===== src/verilog/crossbar_defines.vh =====
// constants shared by the crossbar arbiter and its memory port selector
`ifndef CROSSBAR_DEFINES_VH
`define CROSSBAR_DEFINES_VH
`define XB_NUM_MASTERS   3
`define XB_M_CPU         0
`define XB_M_DME         1
`define XB_M_HOST        2
`define XB_NUM_TARGETS   2
`define XB_T_MEM         0
`define XB_T_PERIPH      1
`define XB_ADDR_W        32
`define XB_PAGE_SHIFT    16
`define XB_PAGE_W        16
`define XB_PAGE_RESET    16'h0000
`define XB_MEM_SRC_NUM   4
`define XB_MEM_MAX_PAR   3
`define XB_CPU_DATA_W    64
`define XB_FETCH_W       256
`define XB_PERIPH_W      32
`endif


===== src/verilog/mem_port_select.v =====
// memory controller source acceptance: up to three of four sources per cycle
`timescale 1ns/1ps
`include "crossbar_defines.vh"
module mem_port_select #(
  parameter SRC_NUM = `XB_MEM_SRC_NUM,
  parameter MAX_PAR = `XB_MEM_MAX_PAR
) (
  input  wire [SRC_NUM-1:0] req_i,
  output wire [SRC_NUM-1:0] accept_o
);
  // priority: peripheral port (top source) first, then cpu data 0, cpu data 1, fetch
  reg     [SRC_NUM-1:0] acc;
  integer               n;
  integer               k;
  always @* begin
    acc = {SRC_NUM{1'b0}};
    n   = 0;
    if (req_i[SRC_NUM-1]) begin
      acc[SRC_NUM-1] = 1'b1;
      n              = 1;
    end
    for (k = 0; k < SRC_NUM - 1; k = k + 1) begin
      if (req_i[k] && n < MAX_PAR) begin
        acc[k] = 1'b1;
        n      = n + 1;
      end
    end
  end
  assign accept_o = acc;
endmodule


===== src/verilog/crossbar_priority_arbiter.v =====
// fixed-priority crossbar arbiter for cpu, data movement engine and host access port
`timescale 1ns/1ps
`include "crossbar_defines.vh"
//////////////////////////////////////////////////////////////////////////////
// Notes on behaviour
// - masters addressing different targets are granted in the same cycle
// - contention for one target resolved by fixed priority, never rotating
// - priority order is data movement engine, then host port, then cpu
// - host access port has no path to peripheral targets
// - memory accepts up to three of four sources at once
// - peripheral-side memory port serves engine or host, never both
// - host access restricted to one 64K page while host_page_en_i is set, page changed only by cpu
module crossbar_priority_arbiter #(
  parameter ADDR_W     = `XB_ADDR_W,
  parameter PAGE_SHIFT = `XB_PAGE_SHIFT,
  parameter PAGE_W     = `XB_PAGE_W
) (
  input  wire              clk_i,
  input  wire              rst_b_i,
  input  wire              cpu_req_i,
  input  wire              cpu_tgt_i,
  input  wire              cpu_last_i,
  input  wire              cpu_page_we_i,
  input  wire [PAGE_W-1:0] cpu_page_i,
  input  wire              dme_req_i,
  input  wire              dme_tgt_i,
  input  wire              dme_last_i,
  input  wire              host_req_i,
  input  wire              host_tgt_i,
  input  wire [ADDR_W-1:0] host_addr_i,
  input  wire              host_last_i,
  input  wire              host_page_en_i,
  input  wire              cpu_dat0_req_i,
  input  wire              cpu_dat1_req_i,
  input  wire              fetch_req_i,
  output wire              cpu_gnt_o,
  output wire              dme_gnt_o,
  output wire              host_gnt_o,
  output wire              host_err_o,
  output wire [3:0]        mem_accept_o,
  output wire [1:0]        mem_periph_owner_o,
  output reg  [PAGE_W-1:0] host_page_o
);
  //////////////////////////////////////////////////////////////////////////////
  // reset release
  reg        rst_s1;
  reg        rst_s2;
  wire       rst;
  always @(posedge clk_i or negedge rst_b_i) begin
    if (!rst_b_i) begin
      rst_s1 <= 1'b1;
      rst_s2 <= 1'b1;
    end else begin
      rst_s1 <= 1'b0;
      rst_s2 <= rst_s1;
    end
  end
  assign rst = rst_s2;

  //////////////////////////////////////////////////////////////////////////////
  // host page window
  always @(posedge clk_i or posedge rst) begin
    if (rst) begin
      host_page_o <= `XB_PAGE_RESET;
    end else if (cpu_page_we_i) begin
      host_page_o <= cpu_page_i;
    end
  end
  wire host_page_ok;
  wire host_bad;
  wire host_ok_req;
  assign host_page_ok = !host_page_en_i || (host_addr_i[ADDR_W-1:PAGE_SHIFT] == host_page_o);
  assign host_bad     = host_req_i && (host_tgt_i == `XB_T_PERIPH || !host_page_ok);
  assign host_ok_req  = host_req_i && !host_bad;
  assign host_err_o   = host_bad && !rst;

  //////////////////////////////////////////////////////////////////////////////
  // per-target arbitration
  function [2:0] pick;
    input [2:0] r;
    begin
      if (r[`XB_M_DME]) begin
        pick = 3'h2;
      end else if (r[`XB_M_HOST]) begin
        pick = 3'h4;
      end else if (r[`XB_M_CPU]) begin
        pick = 3'h1;
      end else begin
        pick = 3'h0;
      end
    end
  endfunction

  wire [2:0]                   lasts;
  wire [3*`XB_NUM_TARGETS-1:0] won;
  assign lasts = {host_last_i, dme_last_i, cpu_last_i};
  genvar t;
  generate
    for (t = 0; t < `XB_NUM_TARGETS; t = t + 1) begin : g_tgt
      reg  [2:0] owner;
      wire [2:0] r;
      wire [2:0] live;
      wire [2:0] next_owner;
      assign r = {host_ok_req && host_tgt_i == t, dme_req_i && dme_tgt_i == t, cpu_req_i && cpu_tgt_i == t};
      // a held owner keeps the target until its last beat; a dropped request frees it
      assign live          = ((owner & r) != 3'h0) ? owner : pick(r);
      assign won[3*t +: 3] = rst ? 3'h0 : (live & r);
      assign next_owner    = ((live & lasts & r) != 3'h0) ? 3'h0 : (live & r);
      always @(posedge clk_i or posedge rst) begin
        if (rst) begin
          owner <= 3'h0;
        end else begin
          owner <= next_owner;
        end
      end
    end
  endgenerate

  // independent targets grant in parallel; nothing is granted in reset
  wire [2:0] gnt;
  wire [2:0] mem_won;
  assign gnt        = won[3*`XB_T_MEM +: 3] | won[3*`XB_T_PERIPH +: 3];
  assign mem_won    = won[3*`XB_T_MEM +: 3];
  assign cpu_gnt_o  = gnt[`XB_M_CPU];
  assign dme_gnt_o  = gnt[`XB_M_DME];
  assign host_gnt_o = gnt[`XB_M_HOST];

  //////////////////////////////////////////////////////////////////////////////
  // memory controller sources
  wire       periph_mem;
  wire [3:0] mem_req;
  assign periph_mem         = mem_won[`XB_M_DME] || mem_won[`XB_M_HOST];
  assign mem_periph_owner_o = {mem_won[`XB_M_HOST], mem_won[`XB_M_DME]};
  assign mem_req            = rst ? 4'h0 : {periph_mem, fetch_req_i, cpu_dat1_req_i, cpu_dat0_req_i};
  mem_port_select #(
    .SRC_NUM (`XB_MEM_SRC_NUM),
    .MAX_PAR (`XB_MEM_MAX_PAR)
  ) u_sel (
    .req_i    (mem_req),
    .accept_o (mem_accept_o)
  );
endmodule


===== config.mk =====
export PLATFORM = sky130hd
export DESIGN_NAME = crossbar_priority_arbiter
export DESIGN_NICKNAME = d
export VERILOG_FILES = /design/src/verilog/mem_port_select.v /design/src/verilog/crossbar_priority_arbiter.v
export VERILOG_INCLUDE_DIRS = /design/src /design/src/verilog
export SDC_FILE = /design/constraint.sdc
export NUM_CORES = 1
export LEC_CHECK = 0
export ABC_AREA = 1
export BUFFER_PORTS_ARGS = -buffer_cell sky130_fd_sc_hd__buf_2
export CORE_MARGIN = 1
export CORE_UTILIZATION = 35
export DETAILED_ROUTE_END_ITERATION = 16
export PLACE_DENSITY = 0.65
export SYNTH_ARGS = -nofsm -noshare
export SYNTH_HDL_FRONTEND = slang
export SYNTH_SLANG_ARGS = --single-unit
export TNS_END_PERCENT = 30

===== constraint.sdc =====
create_clock -name clk_i -period 4.4 [get_ports clk_i]
set_input_delay 0.88 -clock clk_i [delete_from_list [all_inputs] [get_ports clk_i]]
set_output_delay 0.88 -clock clk_i [all_outputs]
set_load 0.1 [all_outputs]

# [After elaboration in Yosys (flattened, before gate mapping)]
# Index checks and enable logic that the tools add are counted.
[totals] reg_bits=24 latchBits=0 mem_bits_rw=0 romBits=0 in_bits=64 out_inout_bits=26 elab_cells=66 mem_count=0
[op_classes] addsub=2 n_mul=0 div=0 magnitude_cmp=3 eq_ne=1 shifts=0 n_mux=20 n_bitwise=12 reduce_logical=23
[op_table] cell="$lt A32 B3 Y1 const B" n=2
[op_table] cell="$mux W32" n=2
[op_table] cell="$add A32 B2 Y32 const B" n=1
[op_table] cell="$mux W3" n=10
[op_table] cell="$and A3 B3 Y3" n=8
[op_table] cell="$eq A16 B16 Y1" n=1
[op_table] cell="$logic_and A1 B1 Y1" n=12
[op_table] cell="$reduce_bool A3 Y1" n=4
[op_table] cell="$mux W1" n=7
[op_table] cell="$logic_not A1 Y1" n=4
[op_table] cell="$mux W4" n=1
[op_table] cell="$logic_or A1 B1 Y1" n=3
[op_table] cell="$not A1 Y1" n=3
[op_table] cell="$or A3 B3 Y3" n=1
[op_table] cell="$add A1 B1 Y2 const B" n=1
[op_table] cell="$lt A1 B2 Y1 const B" n=1

# [Logic depth before layout (Yosys ltp)]
[depth] ltp_word=25 ltp_mapped=19 ltp_nobuf=19

# [By module]
# From an unflattened synthesis, not the netlist that was laid out.
[unflattened] cells_unflattened=236 area_unflattened_um2=1532.7
[by_module_without_submodules] module="crossbar_priority_arbiter" instances=1 cells_each=221 area_each_um2=1431.4 seq_area_each_um2=578.1
[by_module_without_submodules] module="mem_port_select" instances=1 cells_each=15 area_each_um2=101.3 seq_area_each_um2=0.0

# [Least setup slack after synthesis]
# No wires, ideal clock.
[synth_timing] path_type="input to output" start="input port cpu_dat1_req_i" end="output port mem_accept_o[2]" arrival_ns=5.428 t_required_ns=3.520 path_slack_ns=-1.908 stages=6 n_path_buf=0 cell_sequence="inv_1 -> nor2_1 -> inv_1 -> fa_1 -> a211oi_1 -> a311oi_1"
[synth_between] elab_chain_cells=6
[synth_lines] item="start: declaration" line_no="crossbar_priority_arbiter.v:34" text="input wire cpu_dat1_req_i,"
[synth_lines] item="$mux W4" line_no="crossbar_priority_arbiter.v:134" text="assign mem_req = rst ? 4'h0 : {periph_mem, fetch_req_i, cpu_dat1_req_i, cpu_dat0_req_i};"
[synth_lines] item="$logic_and A1 B1 Y1" line_no="mem_port_select.v:23" text="if (req_i[k] && n < MAX_PAR) begin"
[synth_lines] item="$mux W32" line_no="mem_port_select.v:23"
[synth_lines] item="$lt A32 B3 Y1" line_no="mem_port_select.v:23"
[synth_lines] item="$logic_and A1 B1 Y1" line_no="mem_port_select.v:23"
[synth_lines] item="$mux W1" line_no="mem_port_select.v:23"
[synth_lines] item="end: declaration" line_no="crossbar_priority_arbiter.v:40" text="output wire [3:0] mem_accept_o,"
# Every way passes these cells.

# [Worst setup path after layout]
[layout_timing] start="input port host_addr_i[22]" end="output port mem_accept_o[2]"
[layout_between] elab_chain_cells=25 elab_cells_between_ends=29 classes_between="add/sub (2); order compare (3); eq/ne (1); mux (9); bitwise (2); reduce/logical (12)"
[layout_lines] item="start: declaration" line_no="crossbar_priority_arbiter.v:30" text="input wire [ADDR_W-1:0] host_addr_i,"
[layout_lines] item="$eq A16 B16 Y1 *" line_no="crossbar_priority_arbiter.v:72" text="assign host_page_ok = !host_page_en_i || (host_addr_i[ADDR_W-1:PAGE_SHIFT] == host_page_o);"
[layout_lines] item="$logic_or A1 B1 Y1 *" line_no="crossbar_priority_arbiter.v:72"
[layout_lines] item="$logic_not A1 Y1 *" line_no="crossbar_priority_arbiter.v:73" text="assign host_bad = host_req_i && (host_tgt_i == `XB_T_PERIPH || !host_page_ok);"
[layout_lines] item="$logic_or A1 B1 Y1 *" line_no="crossbar_priority_arbiter.v:73"
[layout_lines] item="$logic_and A1 B1 Y1 *" line_no="crossbar_priority_arbiter.v:73"
[layout_lines] item="$logic_not A1 Y1 *" line_no="crossbar_priority_arbiter.v:74" text="assign host_ok_req = host_req_i && !host_bad;"
[layout_lines] item="$logic_and A1 B1 Y1 *" line_no="crossbar_priority_arbiter.v:74"
[layout_lines] item="$logic_and A1 B1 Y1 *" line_no="crossbar_priority_arbiter.v:104" text="assign r = {host_ok_req && host_tgt_i == t, dme_req_i && dme_tgt_i == t, cpu_req_i && cpu_tgt_i == t};"
[layout_lines] item="(+9 left out)"
[layout_lines] item="$logic_and A1 B1 Y1" line_no="mem_port_select.v:23"
[layout_lines] item="$mux W32 *" line_no="mem_port_select.v:23"
[layout_lines] item="$lt A32 B3 Y1" line_no="mem_port_select.v:23"
[layout_lines] item="$logic_and A1 B1 Y1" line_no="mem_port_select.v:23"
[layout_lines] item="$mux W32 *" line_no="mem_port_select.v:23"
[layout_lines] item="$lt A32 B3 Y1 *" line_no="mem_port_select.v:23"
[layout_lines] item="$logic_and A1 B1 Y1 *" line_no="mem_port_select.v:23"
[layout_lines] item="$mux W1 *" line_no="mem_port_select.v:23"
# Mark *: on every way between the ends. The rest lies on a longest branch, timed or not.

==> metrics.md <==
| Metric | Value |
|---|---|
| Sw Ratio | `44.49%` |
| Vias | `between 1500 and 2000` |
| Crit Path Class | `primary input to output port` |
| Sequential-to-total area share from yosys stat | `about two fifths` |
| Synth Flop Type | `dfrtp_1` |
| Grt met1 use | `a little under a fifth` |
| Pre-antenna DRT Iters | `4` |
| Count leader, synth | `nand2_1` |
| Routability Congestion | `about 0.8` |
| Top cells by area, synth | `dfrtp_1 35%, nand2_1 20%, inv_1 12%, o21ai_0 5.6%, nor2_1 4.2%` |
| Post-Synth Adder-Cell Area | `a little under 3%` |
| Tmin final | `4190 ps` |
| Die height | `approximately 68 µm` |
| Worst Clk Skew | `4.983 ps` |
| Largest net degree at the start of global routing | `33` |
| GRT busiest layer | `met2` |
| Synth Warn # | `0` |
| Die X | `between 60 and 70 µm` |
| Post-CTS Hold Fix Bufs | `0` |
| Post-synthesis compound-gate area fraction | `a little over 10%` |
| Final Hold Fails | `0` |
| Post-Route WL | `3327 µm` |
| Initial Util | `a little under two fifths` |
| Setup crit end kind | `output port` |
| Met2 Use GR | `between 20 and 30%` |
| Total grt overflow | `0` |
| Drt drc | `0` |
| Async SR Flop Fraction | `100.0%` |
| Commonest cells in the netlist | `83 x nand2_1, 50 x inv_1, 21 x dfrtp_1, 17 x nor2_1, 17 x o21ai_0` |
| TritonCTS clock tree | `yes` |
| Multiplexer area fraction after synthesis | `0%` |
| Pleak | `1.227 nW` |
| Crit share post-route | `between 90% and 100%` |
| Final ANT Viol Nets | `0` |
| Placed Cells | `347` |
| Clock Latency Late Sink | `between 200 and 300 ps` |
| Core footprint | `a little over 4000 µm²` |
| # nets final | `369` |
| Pins over their slew limit | `0` |
| Dpl ws | `144.2 ps` |
| Unique masters post-synth | `29` |
| Clock power share | `between 20% and 30%` |
| Syn_nets | `293` |
| Synth Cell Area | `about 1500 µm²` |
| First-pass GRT wire length | `5506 µm` |
| H-tree Lvls | `1` |
| Peak Freq | `~0.24 GHz` |
| Clock sinks | `23` |
| Crit path DAT | `3310 ps` |
| Synth-to-layout area growth | `35.14%` |
| Critical Path Fanout Max | `3` |
| Pwr Total | `roughly 0.00064 W` |
| Vias in the first global route | `around 1300` |
| Port bufs | `73` |
| Root Buffer | `clkbuf_8` |
| Combinational power share | `a little over two fifths` |
| Half-perimeter wire length after placement | `2757 µm` |
| Simple-gate share of the synthesized area | `34.81%` |
| Clock-pin slew on the worst setup and hold paths | `80 ps` |
| Initial antenna violation count | `0` |
| Setup-failing EPs final | `0` |
| Psw | `0.0002846 W` |
| CTS Buf Count | `3` |
| WL/cell | `around 9.5 µm` |
| Initial drt markers | `67` |
| Fillers | `440` |
| Register bit total from synthesis | `23` |
| Yosys top cell area share | `between 30% and 40%` |
| Post-synthesis xor/xnor area fraction | `0%` |
| Status | `finished, final reports clean` |
| Clk buf depth | `2` |
| PD cells | `311.3 nW/µm²` |
| Yosys top cell by area | `dfrtp_1` |
| Mapped Cells | `226` |
| Post-synth EDFFs | `0` |
| Int Pwr | `around 0.00036 W` |
| Via-to-Cell Ratio | `4.311` |
| Worst VDD drop | `approximately 0.00021 V` |
| Core Rows | `23` |
| Hold_ws | `roughly 360 ps` |
| Largest family of logic cells by synthesized area | `simple AND/OR/NAND/NOR gates` |
| Hold Path Class | `flop to asynchronous set/reset pin` |
| Required @ worst endpoint | `between 3000 and 4000 ps` |
| Critical Path Source Type | `primary input` |
| Number of gates resized after CTS | `0` |
| Max-Cap Viols | `0` |
| Antenna cells | `0` |
| Post-CTS setup repair buffer count | `0` |
| GRT Util Overall | `roughly 16%` |
| Setup ws final | `approximately 210 ps` |
| Share of post-route cells with drive strength above 1 | `a little under two fifths` |
| Setup TNS | `0 ps` |
| Sequential Power Share | `between 30% and 40%` |
| Die area | `~4600 µm²` |
| M3 GR Usage | `~3.2%` |
| # IOs | `90` |
| Finished Layout Cells | `351` |
| Mapped Avg Cell Area | `~6.7 µm²` |
[worst max-delay path: stages]
cell      delay (ps)
buf_2             90
inv_1             30
nand2_1           40
nand2_1           40
nor2_1           110
nand2_1           70
nor2_1           160
nand2_1          130
nand2_4          110
nand3_4           90
o31ai_4          220
inv_2            110
nor2_8           100
nor2_4            50
fa_1             490
a211oi_2          60
a311oi_4         310
buf_12           210
[area by class of cell]
type	instances	area [µm²]	area share [%]
Multi-Input combinational cell	147	757.0	36.85
Clock buffer	4	45.04	2.192
Timing Repair Buffer	74	387.9	18.88
Tap cell	50	62.56	3.045
Inverter	53	203.9	9.927
Sequential cell	23	598.1	29.11
[path summary, 6_finish.rpt]
kind                                 startpoint                end  slack (ps)  cells after the start
worst max-delay path            host_addr_i[22]    mem_accept_o[2]         210                     18
worst min-delay path                        rst     host_page_o[3]         360                      1
worst max register to register   host_page_o[6]  g_tgt[0].owner[2]        2620                     12
worst min register to register              rst     host_page_o[3]         360                      1
max in group asynchronous                   rst    host_page_o[15]        3460                      2
min in group clk_i                       rst_s1                rst         360                      0
[per-layer routing]
layer / vias to the layer above / share of wire, %
li1: 820 / -
met1: 658 / 44
met2: 33 / 51
met3: 2 / 3.7
met4: 0 / 0.81
met5: - / 0
[stage by stage]
step / utilization [%] / cell area, µm²
floorplan: - / 1565
detailed placement: 49.05 / 2004
global placement: 49.05 / 2004
finish: 50.28 / 2054
CTS: 50.15 / 2049
global route: 50.28 / 2054
[power groups by stage]
stage,clock (W),combinational (W),sequential (W)
2_1_floorplan,0,0.000110,0.000345
3_3_place_gp,0,0.000266,0.000247
3_5_place_dp,0,0.000269,0.000248
4_1_cts,0.000134,0.000269,0.000244
5_1_grt,0.000141,0.000290,0.000246
6_report,0.000128,0.000268,0.000243
[state kept, by name, summed over array words and instances, names as in the netlist]
register and count:
host_page_o 16, g_tgt.owner 5, rst_s1 1, rst 1
[placed cells by master, fill, tap and decap left out, drive strengths merged, types with 2 or more instances in the layout]
master  count
dfstp       2
inv        53
nand3       6
ha          2
nand4       3
clkbuf      4
nand2      86
nor2       20
dfrtp      21
buf        74
o21ai      21
[cells by family (layout without fill, tap and decap cells)]
family,Yosys count,in the layout
compound gates,26,26
simple gates,117,117
other cells,1,1
flops,23,23
fa+ha+maj,3,3
buf+inv,56,131
Power figures use the tool's default switching activity.
